===== src/design/mbs_pkg.sv =====
package mbs_pkg;
    localparam logic [7:0] FC_READ = 8'h03;
    localparam logic [7:0] FC_WRITE = 8'h06;
    localparam logic [7:0] FC_DIAG = 8'h08;
    localparam logic [7:0] ADDR_BCAST = 8'h00;
    localparam logic [15:0] SUB_ECHO = 16'h0000;
    localparam logic [15:0] QTY_MIN = 16'h0001;
    localparam logic [15:0] QTY_MAX = 16'h007d;
    localparam logic [7:0] BCNT_MIN = 8'h02;
    localparam logic [7:0] BCNT_MAX = 8'hfa;
    localparam logic [15:0] CRC_INIT = 16'hffff;
    localparam logic [15:0] CRC_POLY = 16'ha001;
    localparam logic [15:0] CRC_GOOD = 16'h0000;
    // register number of offset zero; offsets are passed on unchanged
    localparam int HOLD_BASE = 40001;
    localparam logic [3:0] FRAME_LEN = 4'h8;
    localparam logic [2:0] POS_ADDR = 3'h0;
    localparam logic [2:0] POS_FUNC = 3'h1;
    localparam logic [2:0] POS_F1H = 3'h2;
    localparam logic [2:0] POS_F1L = 3'h3;
    localparam logic [2:0] POS_F2H = 3'h4;
    localparam logic [2:0] POS_F2L = 3'h5;
    localparam logic [2:0] POS_LAST = 3'h7;
    localparam logic [2:0] HDR_LAST = 3'h2;

    typedef enum logic [3:0] {
        S_IDLE = 4'h0,
        S_EVAL = 4'h1,
        S_ECHO = 4'h2,
        S_RHDR = 4'h3,
        S_RFETCH = 4'h4,
        S_RCAP = 4'h5,
        S_RGET = 4'h6,
        S_RHI = 4'h7,
        S_RLO = 4'h8,
        S_CRCL = 4'h9,
        S_CRCH = 4'ha
    } mbs_state_t;
endpackage


===== src/design/mbs_slave.sv =====
module mbs_slave
    import mbs_pkg::*;
(
    input wire logic clk_sys,
    input wire logic rst_n,
    input wire logic [7:0] own_addr,
    input wire logic [7:0] rx_data,
    input wire logic rx_valid,
    input wire logic rx_end,
    output logic [7:0] tx_data,
    output logic tx_valid,
    input wire logic tx_ready,
    output logic rd_req,
    output logic [15:0] rd_addr,
    input wire logic [15:0] rd_data,
    output logic wr_en,
    output logic [15:0] wr_addr,
    output logic [15:0] wr_data,
    output logic frame_err
);
    mbs_state_t state_r;
    logic [7:0] buf_r [8];
    logic [3:0] cnt_r;
    logic ovf_r;
    logic [2:0] idx_r;
    logic [15:0] base_r;
    logic [6:0] qty_r;
    logic [6:0] n_r;
    logic [15:0] word_r;
    logic [7:0] tx_data_r;
    logic tx_valid_r;
    logic rd_req_r;
    logic [15:0] rd_addr_r;
    logic wr_en_r;
    logic [15:0] wr_addr_r;
    logic [15:0] wr_data_r;
    logic frame_err_r;
    logic [15:0] rx_crc;
    logic [15:0] tx_crc;
    logic [7:0] tx_pick;

    wire rx_take = (state_r == S_IDLE) && rx_valid;
    wire accept = tx_valid_r && tx_ready;
    wire in_crc = (state_r == S_CRCL) || (state_r == S_CRCH);
    wire send_st = (state_r == S_ECHO) || (state_r == S_RHDR) || (state_r == S_RHI)
        || (state_r == S_RLO) || in_crc;
    wire [7:0] a_byte = buf_r[POS_ADDR];
    wire [7:0] fc = buf_r[POS_FUNC];
    wire [15:0] f1 = {buf_r[POS_F1H], buf_r[POS_F1L]};
    wire [15:0] f2 = {buf_r[POS_F2H], buf_r[POS_F2L]};
    wire crc_ok = (rx_crc == CRC_GOOD);
    wire good = (cnt_r == FRAME_LEN) && !ovf_r && crc_ok;
    wire bcast = (a_byte == ADDR_BCAST);
    wire to_me = (a_byte == own_addr) && !bcast;
    wire do_read = good && to_me && (fc == FC_READ)
        && (f2 >= QTY_MIN) && (f2 <= QTY_MAX);
    wire do_write = good && (to_me || bcast) && (fc == FC_WRITE);
    wire do_diag = good && to_me && (fc == FC_DIAG) && (f1 == SUB_ECHO);

    mbs_crc16 u_rx_crc (
        .clk_sys(clk_sys),
        .rst_n(rst_n),
        .clr(state_r == S_EVAL),
        .en(rx_take),
        .data(rx_data),
        .crc(rx_crc)
    );

    mbs_crc16 u_tx_crc (
        .clk_sys(clk_sys),
        .rst_n(rst_n),
        .clr(state_r == S_EVAL),
        .en(accept && !in_crc),
        .data(tx_data_r),
        .crc(tx_crc)
    );

    // receive buffer; bytes past the fixed frame length only mark overflow
    always_ff @(posedge clk_sys) begin
        if (!rst_n) begin
            cnt_r <= 4'h0;
            ovf_r <= 1'b0;
            for (int i = 0; i < 8; i++) begin
                buf_r[i] <= 8'h00;
            end
        end else if (state_r == S_EVAL) begin
            cnt_r <= 4'h0;
            ovf_r <= 1'b0;
        end else if (rx_take) begin
            if (cnt_r < FRAME_LEN) begin
                buf_r[cnt_r[2:0]] <= rx_data;
                cnt_r <= cnt_r + 4'h1;
            end else begin
                ovf_r <= 1'b1;
            end
        end
    end

    always_comb begin
        tx_pick = 8'h00;
        unique case (state_r)
            S_ECHO: tx_pick = buf_r[idx_r];
            S_RHDR: begin
                if (idx_r == POS_ADDR) begin
                    tx_pick = buf_r[POS_ADDR];
                end else if (idx_r == POS_FUNC) begin
                    tx_pick = FC_READ;
                end else begin
                    tx_pick = {qty_r, 1'b0};
                end
            end
            S_RHI: tx_pick = word_r[15:8];
            S_RLO: tx_pick = word_r[7:0];
            S_CRCL: tx_pick = tx_crc[7:0];
            S_CRCH: tx_pick = tx_crc[15:8];
            default: tx_pick = 8'h00;
        endcase
    end

    // byte output held until the link takes it
    always_ff @(posedge clk_sys) begin
        if (!rst_n) begin
            tx_valid_r <= 1'b0;
            tx_data_r <= 8'h00;
        end else if (accept) begin
            tx_valid_r <= 1'b0;
        end else if (send_st && !tx_valid_r) begin
            tx_valid_r <= 1'b1;
            tx_data_r <= tx_pick;
        end
    end

    always_ff @(posedge clk_sys) begin
        if (!rst_n) begin
            state_r <= S_IDLE;
            idx_r <= 3'h0;
            base_r <= 16'h0000;
            qty_r <= 7'h00;
            n_r <= 7'h00;
            word_r <= 16'h0000;
            rd_req_r <= 1'b0;
            rd_addr_r <= 16'h0000;
            wr_en_r <= 1'b0;
            wr_addr_r <= 16'h0000;
            wr_data_r <= 16'h0000;
            frame_err_r <= 1'b0;
        end else begin
            wr_en_r <= 1'b0;
            rd_req_r <= 1'b0;
            frame_err_r <= 1'b0;
            unique case (state_r)
                S_IDLE: begin
                    if (rx_end) begin
                        state_r <= S_EVAL;
                    end
                end
                S_EVAL: begin
                    idx_r <= 3'h0;
                    frame_err_r <= !good && (cnt_r != 4'h0);
                    state_r <= S_IDLE;
                    if (do_read) begin
                        base_r <= f1;
                        qty_r <= f2[6:0];
                        state_r <= S_RHDR;
                    end else if (do_write) begin
                        wr_en_r <= 1'b1;
                        wr_addr_r <= f1;
                        wr_data_r <= f2;
                        if (to_me) begin
                            state_r <= S_ECHO;
                        end
                    end else if (do_diag) begin
                        state_r <= S_ECHO;
                    end
                end
                S_ECHO: begin
                    if (accept) begin
                        idx_r <= idx_r + 3'h1;
                        if (idx_r == POS_LAST) begin
                            state_r <= S_IDLE;
                        end
                    end
                end
                S_RHDR: begin
                    if (accept) begin
                        idx_r <= idx_r + 3'h1;
                        if (idx_r == HDR_LAST) begin
                            n_r <= 7'h00;
                            state_r <= S_RFETCH;
                        end
                    end
                end
                S_RFETCH: begin
                    rd_req_r <= 1'b1;
                    rd_addr_r <= base_r + {9'h000, n_r};
                    state_r <= S_RCAP;
                end
                S_RCAP: state_r <= S_RGET;
                S_RGET: begin
                    word_r <= rd_data;
                    state_r <= S_RHI;
                end
                S_RHI: begin
                    if (accept) begin
                        state_r <= S_RLO;
                    end
                end
                S_RLO: begin
                    if (accept) begin
                        n_r <= n_r + 7'h01;
                        state_r <= ((n_r + 7'h01) == qty_r) ? S_CRCL : S_RFETCH;
                    end
                end
                S_CRCL: begin
                    if (accept) begin
                        state_r <= S_CRCH;
                    end
                end
                S_CRCH: begin
                    if (accept) begin
                        state_r <= S_IDLE;
                    end
                end
                default: state_r <= S_IDLE;
            endcase
        end
    end

    assign tx_data = tx_data_r;
    assign tx_valid = tx_valid_r;
    assign rd_req = rd_req_r;
    assign rd_addr = rd_addr_r;
    assign wr_en = wr_en_r;
    assign wr_addr = wr_addr_r;
    assign wr_data = wr_data_r;
    assign frame_err = frame_err_r;

    chk_zero_addr: assert property (@(posedge clk_sys) disable iff (!rst_n)
        (state_r == S_EVAL) && bcast && (fc != FC_WRITE) |=> (state_r == S_IDLE) && !wr_en_r)
        else $error("zero address read or diagnostics acted on");
    chk_bcast_write: assert property (@(posedge clk_sys) disable iff (!rst_n)
        (state_r == S_EVAL) && do_write && bcast |=> wr_en_r && (state_r == S_IDLE)
        ##1 !tx_valid_r [*3])
        else $error("broadcast write not done or answered");
    chk_qty_bound: assert property (@(posedge clk_sys) disable iff (!rst_n)
        (state_r == S_RHDR) |-> (qty_r >= QTY_MIN[6:0]) && (qty_r <= QTY_MAX[6:0]))
        else $error("read quantity out of bound");
    chk_byte_count: assert property (@(posedge clk_sys) disable iff (!rst_n)
        tx_valid_r && (state_r == S_RHDR) && (idx_r == HDR_LAST)
        |-> (tx_data_r == {qty_r, 1'b0}) && (tx_data_r >= BCNT_MIN) && (tx_data_r <= BCNT_MAX))
        else $error("byte count wrong");
    chk_echo_byte: assert property (@(posedge clk_sys) disable iff (!rst_n)
        tx_valid_r && (state_r == S_ECHO) |-> (tx_data_r == buf_r[idx_r]))
        else $error("echo byte differs from query");
    chk_word_order: assert property (@(posedge clk_sys) disable iff (!rst_n)
        (state_r == S_RHI) && accept |-> (tx_data_r == word_r[15:8]) ##1 (state_r == S_RLO))
        else $error("register word not high byte first");
    chk_rd_addr: assert property (@(posedge clk_sys) disable iff (!rst_n)
        rd_req_r |-> (rd_addr_r == base_r + {9'h000, n_r}) ##2 (state_r == S_RHI))
        else $error("read address not ascending from start");
    chk_crc_order: assert property (@(posedge clk_sys) disable iff (!rst_n)
        (state_r == S_CRCL) && accept |-> (tx_data_r == tx_crc[7:0])
        ##1 (state_r == S_CRCH) && $stable(tx_crc))
        else $error("crc byte order wrong");
    chk_bad_crc: assert property (@(posedge clk_sys) disable iff (!rst_n)
        (state_r == S_EVAL) && !crc_ok && (cnt_r != 4'h0)
        |=> (state_r == S_IDLE) && !wr_en_r && frame_err_r)
        else $error("frame with bad crc acted on");
    chk_foreign: assert property (@(posedge clk_sys) disable iff (!rst_n)
        (state_r == S_EVAL) && !bcast && (a_byte != own_addr)
        |=> (state_r == S_IDLE) && !wr_en_r)
        else $error("foreign frame acted on");
    chk_tx_hold: assert property (@(posedge clk_sys) disable iff (!rst_n)
        tx_valid_r && !tx_ready |=> tx_valid_r && $stable(tx_data_r))
        else $error("tx byte dropped before taken");
endmodule


===== src/design/mbs_crc16.sv =====
module mbs_crc16
    import mbs_pkg::*;
(
    input wire logic clk_sys,
    input wire logic rst_n,
    input wire logic clr,
    input wire logic en,
    input wire logic [7:0] data,
    output logic [15:0] crc
);
    logic [15:0] crc_nxt;

    always_comb begin
        crc_nxt = crc ^ {8'h00, data};
        for (int i = 0; i < 8; i++) begin
            crc_nxt = crc_nxt[0] ? ((crc_nxt >> 1) ^ CRC_POLY) : (crc_nxt >> 1);
        end
    end

    always_ff @(posedge clk_sys) begin
        if (!rst_n || clr) begin
            crc <= CRC_INIT;
        end else if (en) begin
            crc <= crc_nxt;
        end
    end
endmodule


===== config.mk =====
export PLATFORM = sky130hd
export DESIGN_NAME = mbs_slave
export DESIGN_NICKNAME = d
export VERILOG_FILES = /design/src/design/mbs_pkg.sv /design/src/design/mbs_slave.sv /design/src/design/mbs_crc16.sv
export SDC_FILE = /design/constraint.sdc
export NUM_CORES = 1
export LEC_CHECK = 0
export ABC_AREA = 1
export BUFFER_PORTS_ARGS = -buffer_cell sky130_fd_sc_hd__buf_4
export CAP_MARGIN = 20
export CORE_MARGIN = 1.5
export CORE_UTILIZATION = 50
export CTS_CLUSTER_SIZE = 24
export DETAILED_ROUTE_END_ITERATION = 8
export GPL_TIMING_DRIVEN = 0
export PLACE_DENSITY = 0.66
export SETUP_SLACK_MARGIN = 0.1
export SLEW_MARGIN = 20
export SYNTH_ARGS = -nofsm -noshare
export SYNTH_HDL_FRONTEND = slang
export SYNTH_HIERARCHICAL = 1
export SYNTH_SLANG_ARGS = --single-unit

===== constraint.sdc =====
create_clock -name clk_sys -period 3.9 [get_ports clk_sys]
set_input_delay 0.39 -clock clk_sys [delete_from_list [all_inputs] [get_ports clk_sys]]
set_output_delay 0.39 -clock clk_sys [all_outputs]
set_load 0.01 [all_outputs]

== After elaboration in Yosys (flattened, before gate mapping) ==
Memories as Yosys holds them, arrays and structs flattened. A register that Yosys moved wholly into a read port is not among the register bits.
Cells that the tools add are included.
Storage, ports and cells
  output and inout bits: 60
  memories: 1
  latch bits: 0
  flip-flop bits (word level): 150
  memory bits (read-only): 0
  logic and storage cells: 182
  input bits: 37
  RAM bits: 64
Cells by class
  $add $sub $neg: 4
  bitwise logic cells: 23
  eq/ne operators: 29
  div/mod/pow operators: 0
  shift-type cells: 0
  $mul: 0
  magnitude comparators: 3
  reductions and logical operators: 51
  mux-type cells: 53
Memories
  buf_r: depth 8, bits a word 8, read ports 7, clocked after memory_dff 1, write ports 8, line mbs_slave.sv:22  | logic [7:0] buf_r [8];
Operator list (number)
  $mux W16: 16
  $mux W4: 12
  $not A2 Y3: 16
  $pmux W8 S6: 1
  $pmux W4 S11: 1
  $logic_not A16 Y1: 2
  $xor A16 B8 Y16: 2
  $mux W8: 3
  $mux W7: 3
  $add A16 B7 Y16: 1
  $eq A4 B3 Y1 const B: 4
  $eq A4 B4 Y1 const B: 4
  $ge A16 B1 Y1 const B: 1
  $le A16 B7 Y1 const B: 1
  $logic_and A1 B1 Y1: 16
  $ne A2 B2 Y1 const B: 7
  $pmux W7 S2: 1
  $mux W3: 4
  $reduce_and A2 Y1: 6
  $mux W1: 9
  $reduce_and A9 Y1: 1
  $eq A4 B2 Y1 const B: 2
  $eq A8 B2 Y1 const B: 1
  $eq A8 B3 Y1 const B: 1
  27 further kinds: 48

== Longest topological paths before layout ==
Gate-level depths: netlist of the first run.
  depth in word-level cells: 17
  mapped depth: 15
  depth with buffers taken out: 15

== Cells and area by module ==
Netlist of the first run, hierarchy kept.
Modules (own cells, without submodules)
  mbs_slave: times used 1, sequential area each 4344.2 sq um, area each 8927.3 sq um, cells each 1141
  mbs_crc16: times used 2, sequential area each 320.3 sq um, area each 939.7 sq um, cells each 151

== Worst setup path before layout of the first run ==
No wires, ideal clock.
  kind: reg-to-reg
  start point: register n_r[0]
  end point: register rd_addr_r[14], in the netlist rd_addr[14]
  required time: 3.785 ns
  stages on the path, launching flop included: 12
  setup time: 0.115 ns
  data arrival time: 1.941 ns
  clock period less this slack: 2.057 ns
  setup slack: 1.843 ns
  buffers on the path: 0
  path through: dfxtp_1 > ha_1 > inv_1 > fa_1 > o21ai_0 > nand4_1 > nand2_1 > nand2_1 > o21ai_0 > nand2_1 > o21ai_0 > inv_1
Between the ends
  word-level cells in the longest chain between the ends: 1
RTL lines
  start, declared: line mbs_slave.sv:28  | logic [6:0] n_r;
  start signal, assigned: line mbs_slave.sv:210  | n_r <= n_r + 7'h01;
  $add A16 B7 Y16: line mbs_slave.sv:195  | rd_addr_r <= base_r + {9'h000, n_r};
  end signal, assigned: line mbs_slave.sv:195
  end, declared: line mbs_slave.sv:33  | logic [15:0] rd_addr_r;
Every way passes these cells.
A chain may end at the register's enable or synchronous reset.

==> flow_summary.json, run 1 <==
{
  "outcome": "finished, final reports clean",
  "layout_min_cycle_time_ps": 2616,
  "setup.worst_path.end_class": "flip-flop",
  "detail_route.drc_violations": 0,
  "tritoncts.num_buffers": 24,
  "achievable-frequency_mhz": 382.2,
  "worst_pin_slew_ps": 630.9,
  "power.clock.fraction_pct": 42.4,
  "timing.max_cap.violations": 0,
  "synth.net_count": 1496,
  "timing.critical_path.slowest_cell_delay_ps": 340,
  "initialDrtViolationCount": 886,
  "insertion_delay_ps": 540,
  "swShare_pct": 25.94,
  "timing.critical_path.arrival_ps": 2790,
  "vias": 9969,
  "cts.reportedPaths.clkPinSlew_ps": 60,
  "antenna_violations_before_repair": 0,
  "post_synth.cell_area_avg_um2": 7.489,
  "antenna-diode-count": 0,
  "synth-main-ff-cell": "dfxtp_1",
  "layout-drive-gt1-share_pct": 12.26,
  "slowest_stage": "dfxtp_1",
  "num-nets-final": 1618,
  "hold_path_start": "rd_data[2]",
  "tritoncts_num_sinks": 217,
  "ant_nets": 0,
  "intPower_uw": 3688,
  "number_of_buffers_between_clock_root_and_the_deepest_sink": 3,
  "crit_path_max_fanout": 9,
  "grt_pass1_wl_um": 47660,
  "cells_traversed_along_the_worst_timing_path": "nor2_1, nand3_1, nor2_2, inv_1, nor3_4, nand2_2, nand2_1",
  "seqPwrFrac_pct": 48.8,
  "final_util_pct": 59.70,
  "asyncSetResetFlopFracSynth_pct": 0,
  "synth_enable_flop_cells": 64,
  "synth-seq-area-share_pct": 46.13,
  "post_synth_instance_area_um2": 10810,
  "dp_wirelength_um": 23110,
  "hold_buffers": 0,
  "place.port_buffers": 96,
  "setup_total_negative_slack_ps": 0,
  "grt_usage_pct": 27.13,
  "post_synth_num_cell_types": 44,
  "cellLeakagePower_uw": 0.005522,
  "number_of_global_route_vias_before_repair": 8939,
  "post_cts_resized": 0,
  "yosys_register_bits": 217,
  "floorplan.rows": 53,
  "power_frac_comb_pct": 8.8,
  "via_per_instance_ratio": 5.365,
  "drt_pass1_iterations": 5,
  "power.net_switching_uw": 1292,
  "grt-ovfl-total": 0,
  "worst_hold_path.endpoint": "word_r[2]",
  "worst_hold_margin_ps": 99.61,
  "die_area_um2": 22500,
  "regToRegSetupSlack_ps": 1280,
  "endpoints_failing_setup": 0,
  "hold_class": "input port to flip-flop",
  "synthesis.yosys.warnings": 6,
  "fp.coreArea_um2": 21090,
  "worst_r2r_endpoint": "buf_r[0][3]",
  "power_density_nw_per_um2": 395.5,
  "worst_clock_skew_ps": 32.78,
  "most_common_library_cell_in_the_layout_ignoring_fill_and_taps": "nand2_1",
  "rsz_0062_raised_after_global_routing": "no",
  "vdd.ir_drop.worst_mv": 0.3060,
  "max_slew_margin_pct": 57.94,
  "holdPathStages": 3,
  "clk_root_buffer_cell": "clkbuf_16",
  "gp_routability_congestion": 0.9334,
  "flow.area_growth_from_synthesis_pct": 16.50,
  "floorplan.die.height_um": 150.0,
  "initial_utilization_pct": 51.25,
  "reg2reg_from": "state_r[3]",
  "dp_worst_slack_ps": 1302,
  "final_max_slew_viol_count": 0,
  "largest_net_degree_at_the_start_of_global_routing": 15,
  "final_hold_viol_count": 0,
  "postSynthCellCount": 1443,
  "crit_type": "flip-flop to flip-flop",
  "drt-total-wl_um": 30570,
  "cp_data_required_time_ps": 4080,
  "die_width_um": 150.0,
  "final.period_utilization_pct": 67.09,
  "cts_tree": "yes",
  "most_frequent_cells_in_the_layout": "255 x nand2_1, 181 x inv_1, 178 x nor2_1",
  "h_tree_level_count": 1,
  "cts_setup_buffers": 0,
  "wl_per_cell_um": 16.45,
  "layout_setup_ws_ps": 1284,
  "worst-r2r-cell-count": 7,
  "pin_count": 97,
  "critical_path_launch_point_type": "flip-flop"
}
==> final cells by class <==
type	instances	area [um^2]
Tap cell	275	344.1
Sequential cell	217	4985
Clock buffer	32	650.6
Buffer	63	321.6
Fill cell	2020	8498
Multi-Input combinational cell	971	4780
Inverter	192	720.7
Timing Repair Buffer	96	720.7
Clock inverter	12	67.56
==> synth_stat cells, types with 11 or more instances <==
cell type  number  area share [%]
inv_1         181             6.3
ha_1           15             1.7
a21oi_1       132             6.1
buf_2          11            0.51
nor2_1        178             6.2
o21ai_0       156             7.2
xor2_1         12            0.97
o211ai_1       27             1.9
nand2_1       255             8.9
xnor2_1        14             1.1
clkbuf_1       35             1.2
nand4_1        20             1.2
edfxtp_1       64              18
dfxtp_1       153              28
nor3_1         14            0.65
buf_4          13            0.90
nand3_1        89             4.1
==> worst max path at each step <==
| stage | startpoint | to | depth (start not counted) |
|---|---|---|---|
| 4_1_cts | state_r[3] | buf_r[0][3] | 7 |
| 3_5_place_dp | state_r[3] | buf_r[0][2] | 7 |
| 6_report | state_r[3] | buf_r[0][3] | 7 |
| 2_1_floorplan | n_r[0] | rd_addr[14] | 11 |
| 5_1_grt | state_r[3] | buf_r[0][6] | 7 |
| 3_3_place_gp | state_r[3] | buf_r[0][1] | 7 |
==> power groups by stage <==
| stage | Combinational [uW] | Clock, uW | Sequential (uW) |
|---|---|---|---|
| after detailed placement | 431 | 0 | 2480 |
| after global placement | 428 | 0 | 2480 |
| after CTS | 434 | 2140 | 2430 |
| final | 439 | 2110 | 2430 |
| after floorplan | 292 | 0 | 2450 |
| after global routing | 491 | 2220 | 2430 |
==> critical path, delay by kind of cell, from the launching register on <==
| kind | cells | cell delay (ps) |
|---|---|---|
| buffers and inverters | 1 | 160 |
| DFF | 1 | 340 |
| and+or+nand+nor | 6 | 1780 |
==> state kept, by name, summed over array words and instances, names as in the netlist, 3 cells and up, named ones only <==
| register | flops |
|---|---|
| buf_r | 64 |
| n_r | 7 |
| state_r | 4 |
| rd_addr | 16 |
| u_rx_crc/crc | 16 |
| base_r | 16 |
| idx_r | 3 |
| tx_data | 8 |
| wr_data | 16 |
| word_r | 16 |
| cnt_r | 4 |
| wr_addr | 16 |
| qty_r | 7 |
| u_tx_crc/crc | 16 |
==> layer usage <==
metal  global-route usage, %  share of wire [%]  vias up
met5                       0                  0        -
met4                   7.941                2.7        0
met1                   39.45                 46     4553
met2                   42.39                 44      348
met3                   2.988                6.5       58
li1                        -                  -     5010
==> logic make-up after synthesis <==
kind of cell,synth area share [%]
simple gates,23.17
compound gates,17.03
buf+inv,9.644
flops,46.13
xor+xnor,2.107
fa+ha+maj,1.922
==> per-stage QoR <==
step                      total power (uW)  std cells  instance area (um^2)
final                                 4980       1858                 12590
after global routing                  5148       1858                 12590
after CTS                             5000       1858                 12590
after detailed placement              2907       1814                 11870
after global placement                2903       1814                 11870
after floorplan                       2747       1443                 10810
Power figures use the tool's default switching activity.
==> inputs of run 2 (changes only) <==
Clock period 3.9 ns to 2.46 ns, I/O delays scaled along.
==> run 2 against run 1 <==
Compared with the run above:
- flip-flop and latch count unchanged
- routed wire length up 1.2%
- non-clock buffer count up 14
- highest routed layer unchanged
- sequential power up 58%
==> flow_summary.json, run 2 (synthesized netlist as in run 1, its figures left out) <==
{
  "floorplan.rows": 53,
  "place.port_buffers": 96,
  "via_per_instance_ratio": 5.367,
  "cells_traversed_along_the_worst_timing_path": "nor2_2, nand3_2, inv_1, clkbuf_1, inv_1, clkbuf_1, a21oi_1, nand2_1",
  "grt_pass1_wl_um": 48020,
  "swShare_pct": 26.03,
  "layout_min_cycle_time_ps": 2239,
  "cp_data_required_time_ps": 2860,
  "intPower_uw": 5863,
  "power_density_nw_per_um2": 620.5,
  "critical_path_launch_point_type": "flip-flop",
  "drt_pass1_iterations": 5,
  "ant_nets": 0,
  "grt_usage_pct": 27.35,
  "final_util_pct": 60.58,
  "flow.area_growth_from_synthesis_pct": 18.21,
  "final_hold_viol_count": 0,
  "vias": 10050,
  "worst_pin_slew_ps": 777.9,
  "dp_worst_slack_ps": -137.6,
  "most_frequent_cells_in_the_layout": "246 x nand2_1, 181 x inv_1, 176 x nor2_1",
  "fp.coreArea_um2": 21090,
  "rsz_0062_raised_after_global_routing": "yes",
  "final_cells": 1872,
  "initial_utilization_pct": 51.25,
  "endpoints_failing_setup": 0,
  "setup.worst_path.end_class": "flip-flop",
  "finalInstanceArea_um2": 12770,
  "seqPwrFrac_pct": 48.6,
  "max_slew_margin_pct": 48.14,
  "detail_route.drc_violations": 0,
  "largest_register": "buf_r",
  "num-nets-final": 1632,
  "power_frac_comb_pct": 9.1,
  "multi_input_combinational_cell_area_um2": 4821,
  "number_of_global_route_vias_before_repair": 9043,
  "worst-r2r-cell-count": 8,
  "number_of_buffers_between_clock_root_and_the_deepest_sink": 3,
  "timing.max_cap.violations": 0,
  "achievable-frequency_mhz": 446.5,
  "layout_setup_ws_ps": 220.6,
  "outcome": "finished, final reports clean",
  "cts_tree": "yes",
  "most_common_library_cell_in_the_layout_ignoring_fill_and_taps": "nand2_1",
  "critical_path.startpoint": "state_r[0]",
  "gp_routability_congestion": 0.9334,
  "layout-drive-gt1-share_pct": 13.34,
  "postPlaceCellArea_um2": 11870,
  "worst_r2r_endpoint": "u_rx_crc/crc[0]",
  "reg2reg_from": "state_r[0]",
  "crit_path_max_fanout": 10,
  "h_tree_level_count": 1,
  "floorplan.die.height_um": 150.0,
  "clk_root_buffer_cell": "clkbuf_16",
  "timing.critical_path.slowest_cell_delay_ps": 370,
  "tritoncts_num_sinks": 217,
  "cellLeakagePower_uw": 0.005607,
  "endpoint": "u_rx_crc/crc[0]",
  "insertion_delay_ps": 540,
  "grt-ovfl-total": 0,
  "antenna_violations_before_repair": 0,
  "initialDrtViolationCount": 926,
  "placedCellCount": 1814,
  "pin_count": 97,
  "die_width_um": 150.0,
  "hold_class": "input port to flip-flop",
  "regToRegSetupSlack_ps": 220,
  "tritoncts.num_buffers": 24,
  "vdd.ir_drop.worst_mv": 0.4859,
  "largest_net_degree_at_the_start_of_global_routing": 15,
  "dp_wirelength_um": 23110,
  "cts.reportedPaths.clkPinSlew_ps": 60,
  "largest_reg_flops": 64,
  "power.clock.fraction_pct": 42.4,
  "drt-total-wl_um": 30940,
  "final.period_utilization_pct": 91.03,
  "final_max_slew_viol_count": 0,
  "wl_per_cell_um": 16.53,
  "timing.critical_path.arrival_ps": 2640,
  "antenna-diode-count": 0,
  "final-seq-area_um2": 4986,
  "die_area_um2": 22500,
  "setup_total_negative_slack_ps": 0,
  "layout.filler_cells": 1999,
  "worst_clock_skew_ps": 32.85,
  "crit_type": "flip-flop to flip-flop",
  "slowest_stage": "dfxtp_1",
  "power.net_switching_uw": 2063
}
==> run 2: cell type report <==
type / count / share of cell area [%]
Multi-Input combinational cell: 971 / 37.74
Tap cell: 275 / 2.693
Clock inverter: 12 / 0.5289
Timing Repair Buffer: 110 / 6.680
Buffer: 63 / 2.595
Inverter: 192 / 5.642
Clock buffer: 32 / 5.093
Sequential cell: 217 / 39.03
==> run 2: timing repair <==
action	4_1_cts	5_1_grt
endpoints found under the hold margin	11	0
hold buffers	11	0
buffers inserted	0	3
gates resized for setup	9	15
endpoints found under the setup margin	53	126
pin swaps	0	2
==> run 2: per-layer routing <==
metal | global-route usage [%] | vias up | part of all wire, %
met2 | 42.89 | 334 | 45
met4 | 8.529 | 0 | 2.8
met5 | 0 | - | 0
met3 | 2.988 | 56 | 6.4
met1 | 39.47 | 4613 | 46
li1 | - | 5044 | -
==> run 2: per-stage QoR <==
step / power, uW / hold WS, ps
floorplan: 4354 / 380.9
global placement: 4602 / 444.8
detailed placement: 4609 / 447.7
CTS: 7944 / 1.922
global route: 8186 / 23.91
finish: 7927 / 15.16
==> run 2: how the worst min path moves through the flow <==
stage,start,endpoint,slack [ps],cells past startpoint
after floorplan,rd_data[0],word_r[0],380,2
after detailed placement,base_r[6],base_r[6],450,2
after global placement,base_r[5],base_r[5],440,2
after global routing,rd_data[5],word_r[5],20,3
after CTS,rd_data[5],word_r[5],2,3
final,rd_data[5],word_r[5],20,3
==> run 2: power groups by stage <==
stage               registers, uW  clock network [uW]  logic, uW
floorplan                    3890                   0        463
global placement             3920                   0        678
detailed placement           3920                   0        684
CTS                          3850                3390        705
global route                 3860                3530        803
finish                       3850                3360        719
==> run 2: critical path: cells and delay by family (launching register included) <==
kind	cells	cell delay [ps]
buf+inv	4	990
compound gates	1	200
flops	1	370
simple gates	3	560
